### config.mk
export PLATFORM = sky130hd
export DESIGN_NAME = epi_position_unit
export DESIGN_NICKNAME = d
export VERILOG_FILES = /design/src/core/epi_pkg.sv /design/src/core/epi_ssi_reader.sv /design/src/core/epi_position_unit.sv
export VERILOG_INCLUDE_DIRS = /design/src /design/src/core
export SDC_FILE = /design/constraint.sdc
export NUM_CORES = 1
export LEC_CHECK = 0
export BUFFER_PORTS_ARGS = -buffer_cell sky130_fd_sc_hd__buf_2
export CORE_ASPECT_RATIO = 1.1
export CORE_MARGIN = 4
export CORE_UTILIZATION = 55
export CTS_CLUSTER_SIZE = 25
export DETAILED_ROUTE_END_ITERATION = 16
export HOLD_SLACK_MARGIN = 0.08
export PLACE_DENSITY = 0.75
export RECOVER_POWER = 50
export REMOVE_ABC_BUFFERS = 1
export SYNTH_ARGS = -nofsm -noshare
export SYNTH_HDL_FRONTEND = slang
export SYNTH_HIERARCHICAL = 1
export SYNTH_SLANG_ARGS = --single-unit
### constraint.sdc
create_clock -name clk -period 8.7 [get_ports clk]
set_input_delay 1.74 -clock clk [delete_from_list [all_inputs] [get_ports clk]]
set_output_delay 1.74 -clock clk [all_outputs]
set_load 0.1 [all_outputs]
### src/core/epi_defines.svh
// Constants for the encoder position and index unit
`ifndef EPI_DEFINES_SVH
`define EPI_DEFINES_SVH
`define EPI_PAR_COUNT    8'h00
`define EPI_PAR_ENCTYPE  8'h01
`define EPI_PAR_INDEX    8'h02
`define EPI_PAR_OFFSET   8'h03
`define EPI_PAR_UNUSED   8'h04
`define EPI_PAR_POSITION 8'h10
`define EPI_PAR_STATUS   8'h11
`define EPI_ENC_NONE     8'h00
`define EPI_ENC_QUAD     8'h01
`define EPI_ENC_QUADINV  8'h02
`define EPI_ENC_SSI_MIN  8'h08
`define EPI_ENC_SSI_MAX  8'h1E
`define EPI_IDX_OFF      2'h0
`define EPI_IDX_STOP     2'h1
`define EPI_IDX_ZERO     2'h2
`define EPI_IDX_BOTH     2'h3
`define EPI_RST_ENCTYPE  8'h00
`define EPI_RST_INDEX    2'h0
`define EPI_RST_OFFSET   32'h0000_0000
`define EPI_SSI_HALF_NS  500
`define EPI_CLK_NS       8
`define EPI_SSI_HALF_CYC ((`EPI_SSI_HALF_NS) / (`EPI_CLK_NS))
`define EPI_SSI_GAP_CYC  (4 * `EPI_SSI_HALF_CYC)
`endif

### src/core/epi_pkg.sv
// Types for the encoder position and index unit
package epi_pkg;
    typedef enum logic [1:0] {
        EPI_SSI_IDLE  = 2'h0,
        EPI_SSI_LOW   = 2'h1,
        EPI_SSI_HIGH  = 2'h3,
        EPI_SSI_GAP   = 2'h2
    } epi_ssi_state_t;
endpackage

### src/core/epi_ssi_reader.sv
// Two-wire absolute encoder reader producing one word per frame
`include "epi_defines.svh"
module epi_ssi_reader
    import epi_pkg::*;
(
    input  wire logic        clk,
    input  wire logic        rst,
    input  wire logic        enable,
    input  wire logic [4:0]  wordBits,
    input  wire logic        ssiData,
    output logic             ssiClk,
    output logic [29:0]      word,
    output logic             wordValid
);
    typedef struct packed {
        epi_ssi_state_t state;
        logic [15:0]    timer;
        logic [4:0]     bitCnt;
        logic [29:0]    shift;
        logic [29:0]    word;
        logic           valid;
        logic           clkOut;
    } epi_ssi_regs_t;

    localparam logic [15:0] HALF = 16'(`EPI_SSI_HALF_CYC);
    localparam logic [15:0] GAP  = 16'(`EPI_SSI_GAP_CYC);

    epi_ssi_regs_t r;
    epi_ssi_regs_t next_r;

    // Clock out bits MSB first, latch on rising edge of the encoder clock
    always_comb begin
        next_r = r;
        next_r.valid = 1'b0;
        case (r.state)
            EPI_SSI_IDLE: begin
                next_r.clkOut = 1'b1;
                if (enable) begin
                    next_r.state  = EPI_SSI_LOW;
                    next_r.timer  = HALF;
                    next_r.bitCnt = wordBits;
                    next_r.shift  = '0;
                    next_r.clkOut = 1'b0;
                end
            end
            EPI_SSI_LOW: begin
                if (r.timer > 16'h0001) begin
                    next_r.timer = r.timer - 16'h0001;
                end else begin
                    next_r.state  = EPI_SSI_HIGH;
                    next_r.timer  = HALF;
                    next_r.clkOut = 1'b1;
                    next_r.shift  = {r.shift[28:0], ssiData};
                    next_r.bitCnt = r.bitCnt - 5'h01;
                end
            end
            EPI_SSI_HIGH: begin
                if (r.timer > 16'h0001) begin
                    next_r.timer = r.timer - 16'h0001;
                end else if (r.bitCnt == 5'h00) begin
                    next_r.state = EPI_SSI_GAP;
                    next_r.timer = GAP;
                    next_r.word  = r.shift;
                    next_r.valid = 1'b1;
                end else begin
                    next_r.state  = EPI_SSI_LOW;
                    next_r.timer  = HALF;
                    next_r.clkOut = 1'b0;
                end
            end
            default: begin
                if (r.timer > 16'h0001) begin
                    next_r.timer = r.timer - 16'h0001;
                end else begin
                    next_r.state = EPI_SSI_IDLE;
                end
            end
        endcase
    end

    // State register
    always_ff @(posedge clk or posedge rst) begin
        if (rst) begin
            r <= '{EPI_SSI_IDLE, 16'h0000, 5'h00, 30'h0, 30'h0, 1'b0, 1'b1};
        end else begin
            r <= next_r;
        end
    end

    assign ssiClk    = r.clkOut;
    assign word      = r.word;
    assign wordValid = r.valid;
endmodule

### src/core/epi_position_unit.sv
// Encoder position, offset and index unit for one axis
// How it works
// - parameter 0 reads raw count without offset
// - position report returns count plus offset
// - type 0 none, 1 quad, 2 inverted
// - SSI word extended to 32 bits by laps
// - index mark is A, B, Z high
// - index mode off, stop, zero, both
// - index found returns mode to off
// - offset defaults zero, added to count
// - set command per axis or broadcast
//
// Local design decisions: the strobed register port and the register offsets.
`include "epi_defines.svh"
module epi_position_unit
    import epi_pkg::*;
#(
    parameter logic [3:0] AXIS = 4'h1
)(
    input  wire logic        clk,
    input  wire logic        rst,
    input  wire logic [3:0]  cmdAxis,
    input  wire logic [7:0]  cmdPar,
    input  wire logic [31:0] cmdWdata,
    input  wire logic        cmdWr,
    input  wire logic        cmdRd,
    output logic [31:0]      cmdRdata,
    input  wire logic        encA,
    input  wire logic        encB,
    input  wire logic        encZ,
    input  wire logic        ssiData,
    output logic             ssiClk,
    output logic             motorStop,
    output logic             indexFound,
    output logic [31:0]      position
);
    typedef struct packed {
        logic [31:0] count;
        logic [7:0]  encType;
        logic [1:0]  indexMode;
        logic [31:0] offset;
        logic [1:0]  abPrev;
        logic [29:0] ssiPrev;
        logic        ssiPrimed;
        logic [31:0] rdata;
        logic        stop;
        logic        found;
        logic        foundPulse;
    } epi_regs_t;

    epi_regs_t   r;
    epi_regs_t   next_r;
    logic        isQuad;
    logic        isSsi;
    logic [4:0]  ssiBits;
    logic [29:0] ssiWord;
    logic        ssiValid;
    logic [29:0] ssiMask;
    logic [29:0] ssiDelta;
    logic        markSeen;
    logic        hit;
    logic [31:0] posSum;

    // Encoder type decode
    // type selects counting
    assign isQuad  = (r.encType == `EPI_ENC_QUAD) || (r.encType == `EPI_ENC_QUADINV);
    assign isSsi   = (r.encType >= `EPI_ENC_SSI_MIN) && (r.encType <= `EPI_ENC_SSI_MAX);
    // SSI code gives the word width
    assign ssiBits = isSsi ? r.encType[4:0] : 5'h00;
    assign markSeen = encA && encB && encZ;
    assign hit      = markSeen && (r.indexMode != `EPI_IDX_OFF) && isQuad;
    assign posSum   = r.count + r.offset;

    // Absolute encoder front end
    epi_ssi_reader u_ssi (
        .clk       (clk),
        .rst       (rst),
        .enable    (isSsi),
        .wordBits  (ssiBits),
        .ssiData   (ssiData),
        .ssiClk    (ssiClk),
        .word      (ssiWord),
        .wordValid (ssiValid)
    );

    // Width mask and wrapped difference for lap counting
    always_comb begin
        ssiMask  = 30'h0;
        for (int i = 0; i < 30; i++) begin
            ssiMask[i] = (5'(i) < ssiBits);
        end
        ssiDelta = (ssiWord - r.ssiPrev) & ssiMask;
    end

    // Next state
    always_comb begin
        next_r = r;
        next_r.abPrev     = {encA, encB};
        next_r.foundPulse = 1'b0;
        if (isQuad) begin
            case ({r.abPrev, encA, encB})
                4'b0001, 4'b0111, 4'b1110, 4'b1000:
                    next_r.count = (r.encType == `EPI_ENC_QUAD) ? r.count + 32'h1
                                                               : r.count - 32'h1;
                4'b0010, 4'b1011, 4'b1101, 4'b0100:
                    next_r.count = (r.encType == `EPI_ENC_QUAD) ? r.count - 32'h1
                                                               : r.count + 32'h1;
                default: next_r.count = r.count;
            endcase
        end else if (isSsi && ssiValid) begin
            // signed step within half a turn extends laps
            if (!r.ssiPrimed) begin
                next_r.count = {2'b00, ssiWord};
            end else if (ssiDelta[ssiBits - 5'h01]) begin
                next_r.count = r.count - 32'({2'b00, (~ssiDelta + 30'h1) & ssiMask});
            end else begin
                next_r.count = r.count + {2'b00, ssiDelta};
            end
            next_r.ssiPrev   = ssiWord;
            next_r.ssiPrimed = 1'b1;
        end
        if (!isSsi) begin
            next_r.ssiPrimed = 1'b0;
        end
        if (hit) begin
            if (r.indexMode == `EPI_IDX_ZERO || r.indexMode == `EPI_IDX_BOTH) begin
                next_r.count = 32'h0;
            end
            if (r.indexMode == `EPI_IDX_STOP || r.indexMode == `EPI_IDX_BOTH) begin
                next_r.stop = 1'b1;
            end
            next_r.found      = 1'b1;
            next_r.foundPulse = 1'b1;
            next_r.indexMode  = `EPI_IDX_OFF;
        end
        if (cmdWr && (cmdAxis == AXIS || cmdAxis == 4'h0)) begin
            if (cmdPar == `EPI_PAR_ENCTYPE) begin
                next_r.encType = cmdWdata[7:0];
            end else if (cmdPar == `EPI_PAR_INDEX) begin
                next_r.indexMode = cmdWdata[1:0];
                // A hit in the same cycle keeps its flags
                if (!hit) begin
                    next_r.stop  = 1'b0;
                    next_r.found = 1'b0;
                end
            end else if (cmdPar == `EPI_PAR_OFFSET) begin
                next_r.offset = cmdWdata;
            end else if (cmdPar == `EPI_PAR_COUNT) begin
                next_r.count = cmdWdata;
            end
        end
        next_r.rdata = 32'h0;
        if (cmdRd && (cmdAxis == AXIS || cmdAxis == 4'h0)) begin
            if (cmdPar == `EPI_PAR_COUNT) begin
                next_r.rdata = r.count;
            end else if (cmdPar == `EPI_PAR_ENCTYPE) begin
                next_r.rdata = {24'h0, r.encType};
            end else if (cmdPar == `EPI_PAR_INDEX) begin
                next_r.rdata = {30'h0, r.indexMode};
            end else if (cmdPar == `EPI_PAR_OFFSET) begin
                next_r.rdata = r.offset;
            end else if (cmdPar == `EPI_PAR_POSITION) begin
                next_r.rdata = posSum;
            end else if (cmdPar == `EPI_PAR_STATUS) begin
                next_r.rdata = {30'h0, r.found, r.stop};
            end else begin
                next_r.rdata = 32'h0;
            end
        end
    end

    // State register
    always_ff @(posedge clk or posedge rst) begin
        if (rst) begin
            r <= '{32'h0, `EPI_RST_ENCTYPE, `EPI_RST_INDEX, `EPI_RST_OFFSET,
                   2'b00, 30'h0, 1'b0, 32'h0, 1'b0, 1'b0, 1'b0};
        end else begin
            r <= next_r;
        end
    end

    assign cmdRdata   = r.rdata;
    assign motorStop  = r.stop;
    assign indexFound = r.foundPulse;
    assign position   = posSum;
endmodule

==> impl_metrics.json <==
{
  "dr.pass1.iters": 6,
  "synth_warnings": 6,
  "antenna_cells": 0,
  "post-place-cells": 2684,
  "synth_edf_count": 0,
  "crit_path_max_incr_delay_ns": 0.57,
  "worstReg2RegStart": "r[107]$_DFFE_PP0P_",
  "ys_ff_latch": 227,
  "wl_per_cell_um": 19.7,
  "synth_top_family_by_area": "compound AO/OA/AOI/OAI gates",
  "worstMarginPinSlew_ns": 3.75,
  "power.density_nw_per_um2": 166,
  "p_leak_nw": 8.95,
  "sw_frac_of_total": 0.371,
  "peakVddDrop_mv": 0.165,
  "core_um2": 33400,
  "layout_min_cycle_time_ns": 7.75,
  "ys_seq_area_frac": 0.305,
  "finalSetupTns_ns": 0,
  "groute.usage.overall": 0.283,
  "start_util": 0.559,
  "cts_root_buf": "clkbuf_16",
  "place_hpwl_mm": 41.5,
  "crit_arrival_ns": 8.19,
  "clkPwrFrac": 0.325,
  "critPathLaunchType": "register",
  "rr_endpoint": "r[141]$_DFF_PP0_",
  "synth_fa_ha_area_frac": 0.0696,
  "hold_buffers": 0,
  "clock_latency_ns": 0.54,
  "synth-simple-area-share": 0.200,
  "finalNonFillerCells": 2728,
  "required_ns": 9.14,
  "drtIter0Drc": 1418,
  "setup_viol": 0,
  "gp_congestion": 0.985,
  "num_rows": 70,
  "pwr-share-comb": 0.293,
  "hold_viol_final": 0,
  "ioPinCount": 119,
  "antenna_found_initial": 0,
  "synth_compound_area_frac": 0.244,
  "hold_slack_ns": 0.489,
  "finalCritPeriodShare": 0.890,
  "die_area_um2": 36900,
  "cts-resized-gates": 0,
  "rsz0062_at_grt": "false",
  "p_int_mw": 2.08,
  "grt_pass1_wl_mm": 86.8,
  "wl_mm": 53.8,
  "p_seq_frac": 0.382,
  "synth_xor_area_frac": 0.0517,
  "ys_async_sr_fraction": 1.00,
  "vias": 17300,
  "cts-htree-levels": 1,
  "endpoint": "r[141]$_DFF_PP0_",
  "cts.path.max_buffers": 3,
  "fin_skew_ns": 0.0129,
  "synthCells": 2293,
  "crit_path_end_kind": "register",
  "drc_errors": 0,
  "r2r_slack_ns": 0.95,
  "violations": "capacitance limit, slew limit",
  "setup.worst_path.start": "r[107]$_DFFE_PP0P_",
  "critical_path_class": "reg2reg",
  "overflow": 0,
  "hold_start": "u_ssi/r[61]$_DFFE_PP0P_",
  "grt_max_degree": 75,
  "cap_viol_max_count": 4,
  "grt_pass1_vias": 16800,
  "via_per_inst": 6.34,
  "synthToLayoutAreaGrowth_pct": 6.57,
  "report.final.slew_viol_count": 288,
  "switchingPower_mw": 1.23,
  "postRouteAntennaNets": 0,
  "cp_common_cell": "o21ai_0",
  "max_slew_margin": -1.50,
  "synth_area_um2": 18600,
  "synth_flop_cell": "dfrtp_1",
  "path_clk_slew_ns": 0.06,
  "fin_nets": 2433,
  "avgSynthCellArea_um2": 8.13,
  "cts_tree": "done",
  "status": "finished, violations left",
  "fin_util": 0.596,
  "fp.dieH_um": 201,
  "postCtsSetupBuffers": 0,
  "max_clock_freq_mhz": 129,
  "worstPathMaxFanout": 19,
  "synth_cell_types": 89,
  "holdCritPathClass": "reg2reg",
  "layout-drive-gt1-share": 0.128,
  "clock_sinks": 227,
  "r2r_cells": 30,
  "power.total_mw": 3.31,
  "port-buffer-count": 117,
  "synthMuxAreaShare": 0.0618,
  "die_w_um": 184,
  "cp_slowest_cell": "o41ai_1",
  "numCtsBuffers": 25
}
## power by group through the flow
stage | clock network [mW] | registers [mW] | logic (mW)
4_1_cts | 1.10 | 1.25 | 0.967
3_3_place_gp | 0 | 1.27 | 0.940
5_1_grt | 1.14 | 1.28 | 1.06
6_report | 1.08 | 1.26 | 0.968
3_5_place_dp | 0 | 1.27 | 0.963
2_1_floorplan | 0 | 1.23 | 0.763
## critical path: cells and delay by family (launching register included)
kind            cells  cell delay, ns
fa+ha+maj           2            0.67
simple gates        4            1.08
flops               1            0.40
compound gates     16            3.77
buf+inv             3            0.54
mux                 2            0.64
xor+xnor            3            0.52
## placed cells by master (no fill, tap or decap), types with 24 or more instances in the layout
cell       Yosys  final
ha_1          99     99
a21oi_1      154    154
clkbuf_16      0     25
dfrtp_1      226    226
a31oi_1       27     27
xor2_1        47     47
nor3_1        57     56
nand3_1       48     48
nand4_1       28     28
and3_1        24     24
mux2i_1       27     27
xnor2_1       63     63
nand2_1      244    244
inv_1         87     85
o21ai_0      184    185
mux2_2        75     75
buf_4         62     26
nor2_1       217    215
buf_2         14    114
a21o_1        49     49
## area by class of cell
| class | instances | area [um2] |
|---|---|---|
| repair buffers | 147 | 792 |
| fillers | 3026 | 13500 |
| flip-flops and latches | 227 | 5680 |
| multi-input cells | 1791 | 11700 |
| well taps | 432 | 541 |
| clock inverters | 10 | 128 |
| inverters | 87 | 329 |
| clock buffers | 34 | 699 |
## worst min path at each step
stage | slack (ns) | depth (start not counted) | end
after CTS | 0.50 | 2 | u_ssi/r[61]$_DFFE_PP0P_
after global routing | 0.50 | 2 | u_ssi/r[61]$_DFFE_PP0P_
final | 0.49 | 2 | u_ssi/r[61]$_DFFE_PP0P_
after detailed placement | 0.49 | 2 | u_ssi/r[61]$_DFFE_PP0P_
after global placement | 0.47 | 2 | u_ssi/r[61]$_DFFE_PP0P_
after floorplan | 0.44 | 2 | u_ssi/r[61]$_DFFE_PP0P_
## cells in the mapped netlist, types with 24 or more instances
cell      count  area [um2]
ha_1         99        1240
clkbuf_1     96         360
inv_1        87         327
buf_4        62         465
a21o_1       49         368
xnor2_1      63         552
mux2_2       75         845
dfrtp_1     226        5660
mux2i_1      27         270
nand3_1      48         240
nor3_1       57         285
xor2_1       47         412
nor2_1      217         815
a31oi_1      27         169
o21ai_0     184         921
and3_1       24         150
nand4_1      28         175
nand2_1     244         916
a21oi_1     154         771
## state kept, by name (all words and copies together) (netlist names)
signal and cells:
indexFound 1, u_ssi/ssiClk 1, motorStop 1, u_ssi/wordValid 1, u_ssi/word 30, cmdRdata 32, u_ssi/r 53, r 108
## through the flow
| step | setup WS [ns] | cell area (um2) |
|---|---|---|
| after floorplan | 1.12 | 17700 |
| after global placement | 1.24 | 19100 |
| after detailed placement | 1.17 | 19100 |
| after CTS | 1.09 | 19900 |
| after global routing | 0.554 | 19900 |
| final | 0.953 | 19900 |
## metal layers
metal | share of wire | routed length, um | up-vias | track usage
met5 | 0 | 0 | - | 0
met4 | 0.047 | 2510 | 0 | 0.123
met3 | 0.066 | 3540 | 133 | 0.0248
met2 | 0.46 | 25000 | 678 | 0.472
met1 | 0.42 | 22800 | 8173 | 0.375
li1 | - | - | 8298 | -
## cell families after synthesis
group	count (synthesis)
multiplexers	104
AO/OA/AOI/OAI	693
adder cells (fa/ha/maj)	102
buffers and inverters	275
XOR/XNOR	110
flip-flops	227
AND/OR/NAND/NOR	782
(Power assumes the default switching activity.)
